**config.mk**
```make
export PLATFORM = sky130hd
export DESIGN_NAME = spfc_ctrl
export DESIGN_NICKNAME = d
export VERILOG_FILES = /design/src/spfc_pkg.sv /design/src/spfc_ctrl.sv
export SDC_FILE = /design/constraint.sdc
export NUM_CORES = 1
export LEC_CHECK = 0
export BUFFER_PORTS_ARGS = -buffer_cell sky130_fd_sc_hd__buf_2
export CAP_MARGIN = 20
export CORE_AREA = 2 2 195 197
export CTS_CLUSTER_DIAMETER = 40
export DETAILED_ROUTE_END_ITERATION = 10
export DIE_AREA = 0 0 197 199
export GPL_TIMING_DRIVEN = 0
export SYNTH_ARGS = -nofsm -noshare
export SYNTH_HDL_FRONTEND = slang
export SYNTH_SLANG_ARGS = --single-unit
export TNS_END_PERCENT = 5
```
**constraint.sdc**
```tcl
create_clock -name mclk -period 3.8 [get_ports mclk]
set_clock_uncertainty 0.2 [all_clocks]
set_input_delay 0.76 -clock mclk [delete_from_list [all_inputs] [get_ports mclk]]
set_output_delay 0.76 -clock mclk [all_outputs]
set_load 0.01 [all_outputs]
```
**src/spfc_pkg.sv**
```systemverilog
package spfc_pkg;
  // register map (byte addresses on the avalon word bus)
  localparam logic [3:0] SPFC_OFS_CTRL = 4'h0; // program_memory_control
  localparam logic [3:0] SPFC_OFS_STAT = 4'h4; // block status
  localparam logic [3:0] SPFC_OFS_FUSE = 4'h8; // self-program fuse view
  // control register field positions
  localparam int SPFC_B_EN = 0;
  localparam int SPFC_B_ERS = 1;
  localparam int SPFC_B_WRT = 2;
  localparam int SPFC_B_RFL = 3;
  localparam int SPFC_B_CTB = 4;
  localparam int SPFC_B_SIG = 5;
  localparam logic [7:0] SPFC_CTRL_RST = 8'h00;
  localparam logic [7:0] SPFC_CTRL_MASK = 8'h3f;
  // arm windows in cycles
  localparam logic [2:0] SPFC_STORE_WIN = 3'h4;
  localparam logic [2:0] SPFC_LOAD_WIN = 3'h3;
  // flash operation time, microseconds and clock rate
  localparam int SPFC_T_MIN_US = 3700;
  localparam int SPFC_T_MAX_US = 4500;
  localparam int SPFC_CLK_MHZ = 125;
  localparam int SPFC_OP_CYC = SPFC_T_MIN_US * SPFC_CLK_MHZ;
  // page geometry
  localparam int SPFC_WORD_BITS = 4;
  localparam int SPFC_ADDR_W = 16;

  // sequencer states: idle, busy
  typedef enum logic [1:0] {
    SPFC_OP_IDLE = 2'b00,
    SPFC_OP_BUSY = 2'b01
  } spfc_state_t;

  // cpu instruction request bundle
  typedef struct packed {
    logic store;
    logic load;
    logic [15:0] zptr;
    logic [15:0] src;
  } spfc_instr_t;

  // flash array command bundle
  typedef struct packed {
    logic erase;
    logic write;
    logic [15:0] page_addr;
  } spfc_flash_cmd_t;
endpackage : spfc_pkg

```
**src/spfc_ctrl.sv**
```systemverilog
// Chosen here: the placing of the registers and register access over Avalon-MM.
`timescale 1ns/1ps
// Behaviour
// eeprom busy blocks programming and fuse reads
// software polls eeprom busy before control write
// programmed fuse bits read zero, unprogrammed one
// load within three cycles returns fuse/lock byte
// fuse-read bits self-clear on read or timeout
// with bits clear, load reads flash normally
// lock byte at pointer one, load quickly
// pointer 0,3,2 pick low, high, extended fuse
// pointer bit zero picks lock versus fuse; code gives lock only at pointer one, pointer three reads high fuse
// signature read returns table entry at pointer
// erase/write timed between 3.7 and 4.5 ms
// control bits seven and six read zero
// clear-buffer bit empties temporary buffer
// page write programs buffer into addressed page
// page-write clears on finish/timeout; cpu halted
// page erase erases addressed page
// page-erase clears on finish/timeout; cpu halted
// store-enable permits store for four cycles
// store-enable alone loads buffer word
// store-enable clears after store, holds during operation
// reset does not abort running flash write
// store disabled unless self-program fuse programmed
// buffer erased after write, clear, reset; write-once
// eeprom write during loading loses buffer
// special reads take no extra cpu cycles
module spfc_ctrl
  import spfc_pkg::*;
#(
  parameter int OP_CYC = SPFC_OP_CYC,
  parameter int SIG_N = 8
) (
  input wire logic mclk,
  input wire logic sys_rst,
  input wire logic clk_en,
  // avalon-mm slave
  input wire logic [3:0] avs_address,
  input wire logic avs_read,
  input wire logic avs_write,
  input wire logic [31:0] avs_writedata,
  output logic [31:0] avs_readdata,
  output logic avs_waitrequest,
  // cpu side
  input wire spfc_instr_t cpu_instr,
  output logic cpu_halt,
  output logic [7:0] load_data,
  output logic load_special,
  // flash data and nonvolatile bytes, same clock domain
  input wire logic [7:0] flash_rd_byte,
  input wire logic [7:0] lock_byte,
  input wire logic [7:0] fuse_low,
  input wire logic [7:0] fuse_high,
  input wire logic [7:0] fuse_ext,
  input wire logic [SIG_N*8-1:0] sig_table,
  input wire logic eeprom_write_busy,
  // flash array command
  output spfc_flash_cmd_t flash_cmd,
  output logic [15:0] page_word [1<<SPFC_WORD_BITS],
  output logic por_hold
);
  localparam int NW = 1 << SPFC_WORD_BITS;
  localparam int CW = $clog2(OP_CYC + 1);

  logic [7:0] ctrl_q; // control bits 5:0
  logic [7:0] ctrl_d;
  logic [2:0] win_q; // cycles since arm
  logic [2:0] win_d;
  spfc_state_t st_q;
  spfc_state_t st_d;
  logic [CW-1:0] cnt_q; // operation timer
  logic [CW-1:0] cnt_d;
  logic [NW-1:0] used_q; // write-once marks
  logic [15:0] buf_q [NW];
  logic ee_seen_q; // eeprom write started while loading
  logic [7:0] load_q;
  logic spec_q;
  spfc_flash_cmd_t cmd_q;

  // self-program fuse is bit 0 of the extended fuse, active low
  wire fuse_ok = ~fuse_ext[0];
  wire busy = (st_q == SPFC_OP_BUSY);
  wire ctrl_sel = (avs_address == SPFC_OFS_CTRL);
  wire stat_sel = (avs_address == SPFC_OFS_STAT);
  wire fuse_sel = (avs_address == SPFC_OFS_FUSE);
  // writes refused while eeprom busy or an operation runs
  wire ctrl_wr = clk_en & avs_write & ctrl_sel & ~eeprom_write_busy & ~busy;
  wire armed = ctrl_q[SPFC_B_EN];
  wire in_store = win_q < SPFC_STORE_WIN;
  wire in_load = win_q < SPFC_LOAD_WIN;
  wire do_store = clk_en & armed & in_store & cpu_instr.store & fuse_ok & ~busy;
  wire rfl = armed & ctrl_q[SPFC_B_RFL] & in_load & ~eeprom_write_busy;
  wire rsg = armed & ctrl_q[SPFC_B_SIG] & in_load;
  wire do_load = clk_en & cpu_instr.load;
  wire is_op = ctrl_q[SPFC_B_ERS] | ctrl_q[SPFC_B_WRT];
  wire plain_load = ~(ctrl_q[SPFC_B_ERS] | ctrl_q[SPFC_B_WRT] | ctrl_q[SPFC_B_RFL]
                     | ctrl_q[SPFC_B_SIG] | ctrl_q[SPFC_B_CTB]);
  wire [SPFC_WORD_BITS-1:0] widx = cpu_instr.zptr[SPFC_WORD_BITS:1];
  wire wr_word = do_store & plain_load & ~used_q[widx] & ~ee_seen_q;
  wire op_start = do_store & is_op;
  wire op_done = busy & (cnt_q == CW'(OP_CYC - 1));
  wire buf_clr = (ctrl_wr & avs_writedata[SPFC_B_CTB])
               | (op_done & cmd_q.write) | ee_seen_q;
  wire [7:0] fuse_pick = (cpu_instr.zptr[1:0] == 2'h0) ? fuse_low :
                         (cpu_instr.zptr[1:0] == 2'h3) ? fuse_high :
                         (cpu_instr.zptr[1:0] == 2'h2) ? fuse_ext : lock_byte;
  // fuse storage already holds programmed bits as zero
  // odd pointer one is the lock byte, pointer three stays the high fuse byte
  wire [7:0] fl_byte = fuse_pick;
  wire [$clog2(SIG_N)-1:0] sidx = cpu_instr.zptr[$clog2(SIG_N)-1:0];
  wire [7:0] sig_byte = sig_table[sidx*8 +: 8];

  // control register next value and self-clearing
  always_comb begin
    ctrl_d = ctrl_q;
    win_d = win_q;
    if (ctrl_wr) begin
      ctrl_d = avs_writedata[7:0] & SPFC_CTRL_MASK;
      ctrl_d[SPFC_B_CTB] = 1'b0; // clear-buffer acts once
      win_d = 3'h0;
    end else if (busy) begin
      // enable and op bit hold until the operation ends
      if (op_done) begin
        ctrl_d = SPFC_CTRL_RST;
      end
    end else if (armed) begin
      if (op_start) begin
        win_d = win_q; // hold bits during operation
      end else if (do_store | (do_load & (rfl | rsg))) begin
        ctrl_d = SPFC_CTRL_RST;
      end else if (~in_store | ((ctrl_q[SPFC_B_RFL] | ctrl_q[SPFC_B_SIG]) & ~in_load)) begin
        ctrl_d = SPFC_CTRL_RST;
      end else begin
        win_d = win_q + 3'h1;
      end
    end
  end

  // operation sequencer
  always_comb begin
    st_d = st_q;
    cnt_d = cnt_q;
    case (st_q)
      SPFC_OP_IDLE: begin
        if (op_start) begin
          st_d = SPFC_OP_BUSY;
          cnt_d = '0;
        end
      end
      SPFC_OP_BUSY: begin
        if (op_done) begin
          st_d = SPFC_OP_IDLE;
        end else begin
          cnt_d = cnt_q + CW'(1);
        end
      end
      default: st_d = SPFC_OP_IDLE;
    endcase
  end

  // sequencer registers: reset only clears when no operation is running
  // synchronous on purpose, so a running write is never cut short
  always_ff @(posedge mclk) begin
    if (sys_rst && !busy) begin
      st_q <= SPFC_OP_IDLE;
      cnt_q <= '0;
    end else if (clk_en) begin
      st_q <= st_d;
      cnt_q <= cnt_d;
    end
  end

  // control register and arm window
  always_ff @(posedge mclk or posedge sys_rst) begin
    if (sys_rst) begin
      ctrl_q <= SPFC_CTRL_RST;
      win_q <= 3'h0;
    end else if (clk_en) begin
      ctrl_q <= ctrl_d;
      win_q <= win_d;
    end
  end

  // flash command latched at start, held through the operation, even across reset
  always_ff @(posedge mclk) begin
    if (sys_rst && !busy) begin
      cmd_q <= '0;
    end else if (clk_en) begin
      if (op_start) begin
        cmd_q.erase <= ctrl_q[SPFC_B_ERS];
        cmd_q.write <= ctrl_q[SPFC_B_WRT];
        cmd_q.page_addr <= {cpu_instr.zptr[15:SPFC_WORD_BITS+1], {(SPFC_WORD_BITS+1){1'b0}}};
      end else if (op_done) begin
        cmd_q <= '0;
      end
    end
  end

  // temporary page buffer with write-once marks
  always_ff @(posedge mclk or posedge sys_rst) begin
    if (sys_rst) begin
      used_q <= '0;
      ee_seen_q <= 1'b0;
    end else if (clk_en) begin
      ee_seen_q <= eeprom_write_busy & (|used_q) & ~ee_seen_q;
      if (buf_clr) begin
        used_q <= '0;
      end else if (wr_word) begin
        used_q[widx] <= 1'b1;
      end
    end
  end

  // buffer data: words without a mark read as erased
  for (genvar i = 0; i < NW; i++) begin : g_buf
    always_ff @(posedge mclk) begin
      if (clk_en && wr_word && widx == i) begin
        buf_q[i] <= cpu_instr.src;
      end
    end
    assign page_word[i] = used_q[i] ? buf_q[i] : 16'hffff;
  end

  // load result, same single cycle as a plain read
  always_ff @(posedge mclk or posedge sys_rst) begin
    if (sys_rst) begin
      load_q <= 8'h00;
      spec_q <= 1'b0;
    end else if (do_load) begin
      spec_q <= rfl | rsg;
      if (rfl) begin
        load_q <= fl_byte;
      end else if (rsg) begin
        load_q <= sig_byte;
      end else begin
        load_q <= flash_rd_byte;
      end
    end
  end

  assign load_data = load_q;
  assign load_special = spec_q;
  assign flash_cmd = cmd_q;
  assign cpu_halt = busy;
  // reset hold keeps the array powered while a write finishes
  assign por_hold = busy;

  // avalon slave, zero wait states
  assign avs_waitrequest = 1'b0;
  always_comb begin
    if (ctrl_sel) begin
      avs_readdata = {24'h00_0000, ctrl_q & SPFC_CTRL_MASK};
    end else if (stat_sel) begin
      avs_readdata = {28'h000_0000, ee_seen_q, |used_q, eeprom_write_busy, busy};
    end else if (fuse_sel) begin
      avs_readdata = {31'h0000_0000, fuse_ok};
    end else begin
      avs_readdata = 32'h0000_0000;
    end
  end
endmodule : spfc_ctrl

```
==> impl_metrics.yaml <==
status:
  outcome: "completed"
sta:
  rsz0062_at_grt: "true"
  total_neg_setup_slack_ns: 0
  finalCritPeriodShare: 0.921
  finalWorstSetupSlack_ns: 0.301
  hold_viol: 0
  post_layout_min_period_ns: 3.50
  timing.fmax_mhz: 286
  final-setup-viol-count: 0
  timing.final.max_slew_violations: 0
  timing_worst_slew_pin_value_ns: 0.853
  relSlewSlack: 0.428
clocking:
  cts-root-buf: "clkbuf_16"
  cts_tree: "yes"
  post_cts_resized: 0
  clkLatencyLatePin_ns: 0.58
  cts.htree.levels: 2
  cts_setup_buffers: 0
  cts.path.max_buffers: 3
  number_of_sinks_driven_by_the_clock_tree: 323
  cts_buffers: 47
  cts-hold-fix-buffers: 0
  clkSlewWorstSetupHoldPaths_ns: 0.06
yosys:
  fraction_of_the_yosys_area_taken_by_sequential_cells: 0.672
  synth.avg_cell_area_um2: 13.6
  ys_flop_type: "edfxtp_1"
  synth_area_mm2: 0.0137
  postSynthRegisterBits: 323
  synth_async_sr_flop_share: 0.105
  yosysWarningCount: 0
  synthDistinctLibCells: 57
  synth-edff-count: 256
  post_synth_inst_count: 1005
drt:
  drt-total-wl_um: 40600
  pre_antenna_drt_iters: 5
  number_of_violations_reported_at_the_end_of_detailed_routing_iteration_0: 504
  drc: 0
  post_drt_via_cell_ratio: 4.79
  detail-route-antenna-nets: 0
  total_via_count_after_detailed_routing: 9807
  mean_routed_wirelength_per_cell_um: 19.8
worst_setup_path:
  timing.setup.critical_path_class: "in -> reg"
  critPathLaunchType: "input pin"
  timing.critical_path.arrival_ns: 3.57
  crit_required_ns: 3.87
  timing.reg2reg.setup_slack_ns: 0.40
  setup.worst_path.end_class: "register"
  worst_flop_to_flop_path_startpoint: "st_q[0]$_SDFFE_PP0P_"
  worst-path-max-fanout: 10
  startpoint: "cpu_instr[17]"
layout:
  antennaDiodeCount: 0
  area.growth.synth_to_final_pct: 35.0
  final_common_cell: "buf_2"
  num-nets-final: 1716
  commonest_non_fill_non_tap_cells_in_the_layout: "buf_2, nand2b_1, edfxtp_1"
  post_route_cells_drive_above_1_share: 0.390
grt:
  grt_antenna_before_repair: 0
  grt_usage: 0.202
  grt_pass1_vias: 9752
  grt.overflow.total: 0
  first_pass_grt_wire_length_um: 58500
  largest_net_degree_at_the_start_of_global_routing: 37
power_and_ir_drop:
  power_leakage_nw: 6.49
  powerDensity_mw_per_mm2: 480
  ir_drop_mv: 0.371
floorplanning:
  initial_core_util: 0.369
  floorplan.die.width_um: 197
  die_h_um: 199
  row_cnt: 71
  floorplan.die_area_mm2: 0.0392
  number_of_top_level_pins: 498
  core_outline_area_mm2: 0.0371
worst_hold_path:
  min-delay-path-class: "in -> async"
placement:
  gp_congestion: 0.843
  dpl_worst_slack_ns: -0.425
  portBuffers: 432
  dp_hpwl_um: 29500
job:
  maxCapViolations: 0
synthesized netlist by cell type (5+ instances only):
| library cell | instances | share of area |
|---|---|---|
| o31ai_1 | 8 | 0.0044 |
| a21oi_1 | 23 | 0.0084 |
| nand3_1 | 21 | 0.0077 |
| or3_1 | 8 | 0.0037 |
| xnor2_1 | 11 | 0.0070 |
| mux4_2 | 24 | 0.039 |
| nor4_1 | 14 | 0.0064 |
| nand4_1 | 5 | 0.0023 |
| dfxtp_1 | 33 | 0.048 |
| inv_1 | 15 | 0.0041 |
| nor2b_1 | 9 | 0.0041 |
| nand2_1 | 38 | 0.010 |
| nor2_1 | 40 | 0.011 |
| nor3_1 | 25 | 0.0091 |
| nand2b_1 | 262 | 0.12 |
| o21ai_0 | 12 | 0.0044 |
| buf_4 | 37 | 0.020 |
| o22ai_1 | 7 | 0.0032 |
| a211oi_1 | 10 | 0.0055 |
| edfxtp_1 | 256 | 0.56 |
| clkbuf_1 | 35 | 0.0096 |
| o21a_1 | 16 | 0.0088 |
| or4_1 | 5 | 0.0027 |
| a21o_1 | 5 | 0.0027 |
| mux2i_1 | 5 | 0.0037 |
| dfrtp_1 | 34 | 0.062 |
area by class of cell:
| class | count | area [µm²] |
|---|---|---|
| clock buffer | 50 | 1210 |
| buffer | 77 | 438 |
| sequential | 323 | 9200 |
| timing repair buffer | 448 | 2340 |
| clock inverter | 38 | 452 |
| fill | 3307 | 18600 |
| multi-input combinational | 622 | 4200 |
| tap | 474 | 593 |
| inverter | 15 | 56.3 |
stage by stage:
step	power [mW]	util	hold WS [ns]	instance area, µm²	instances
floorplan	4.22	-	0.267	13800	1037
global route	9.17	0.498	0.191	18500	2047
finish	8.88	0.498	0.174	18500	2047
detailed placement	4.44	0.453	0.257	16800	1959
CTS	8.98	0.498	0.165	18500	2047
global placement	4.43	0.446	0.248	16600	1943
state kept, by name, summed over array words and instances (netlist names), 3 cells and up:
signal and count:
buf_q 256, cnt_q 19, used_q 16, flash_cmd 13, load_data 8, ctrl_q 5
win_q 3
logic make-up after synthesis:
logic type / after synthesis / synth area share
fa+ha+maj: 2 / 0.00183
buf+inv: 92 / 0.0361
xor+xnor: 11 / 0.00704
other cells: 1 / 0.000274
compound gates: 98 / 0.0479
mux: 29 / 0.0431
simple gates: 449 / 0.192
flops: 323 / 0.672
power breakdown:
part	total [mW]	switching, mW	internal, mW
registers	3.89	0.0396	3.85
clock network	4.51	1.77	2.74
logic	0.472	0.266	0.207
total	8.88	2.07	6.80
per-layer routing:
layer,vias up,share of wire,track usage
met5,-,0,0
met4,0,0.035,0.0911
met3,76,0.069,0.0490
met2,378,0.46,0.321
met1,4712,0.44,0.264
li1,4641,-,-
worst max-delay path, stage by stage:
cell and delay (ns):
buf_2 0.29, buf_1 0.53, buf_1 0.47, nand2_1 0.44, nor3_2 0.80, buf_6 0.26
worst paths after layout:
kind / cells after the start / end
worst min register to register: 2 / flash_cmd[9]$_SDFFE_PP0P_
max in group asynchronous: 2 / load_data[4]$_DFFE_PP0P_
min in group mclk: 3 / ctrl_q[1]$_DFFE_PP0P_
worst max register to register: 6 / buf_q[1][53]$_DFFE_PP_
worst min-delay path: 2 / ctrl_q[2]$_DFFE_PP0P_
worst max-delay path: 6 / buf_q[0][120]$_DFFE_PP_
(Power assumes the default switching activity.)
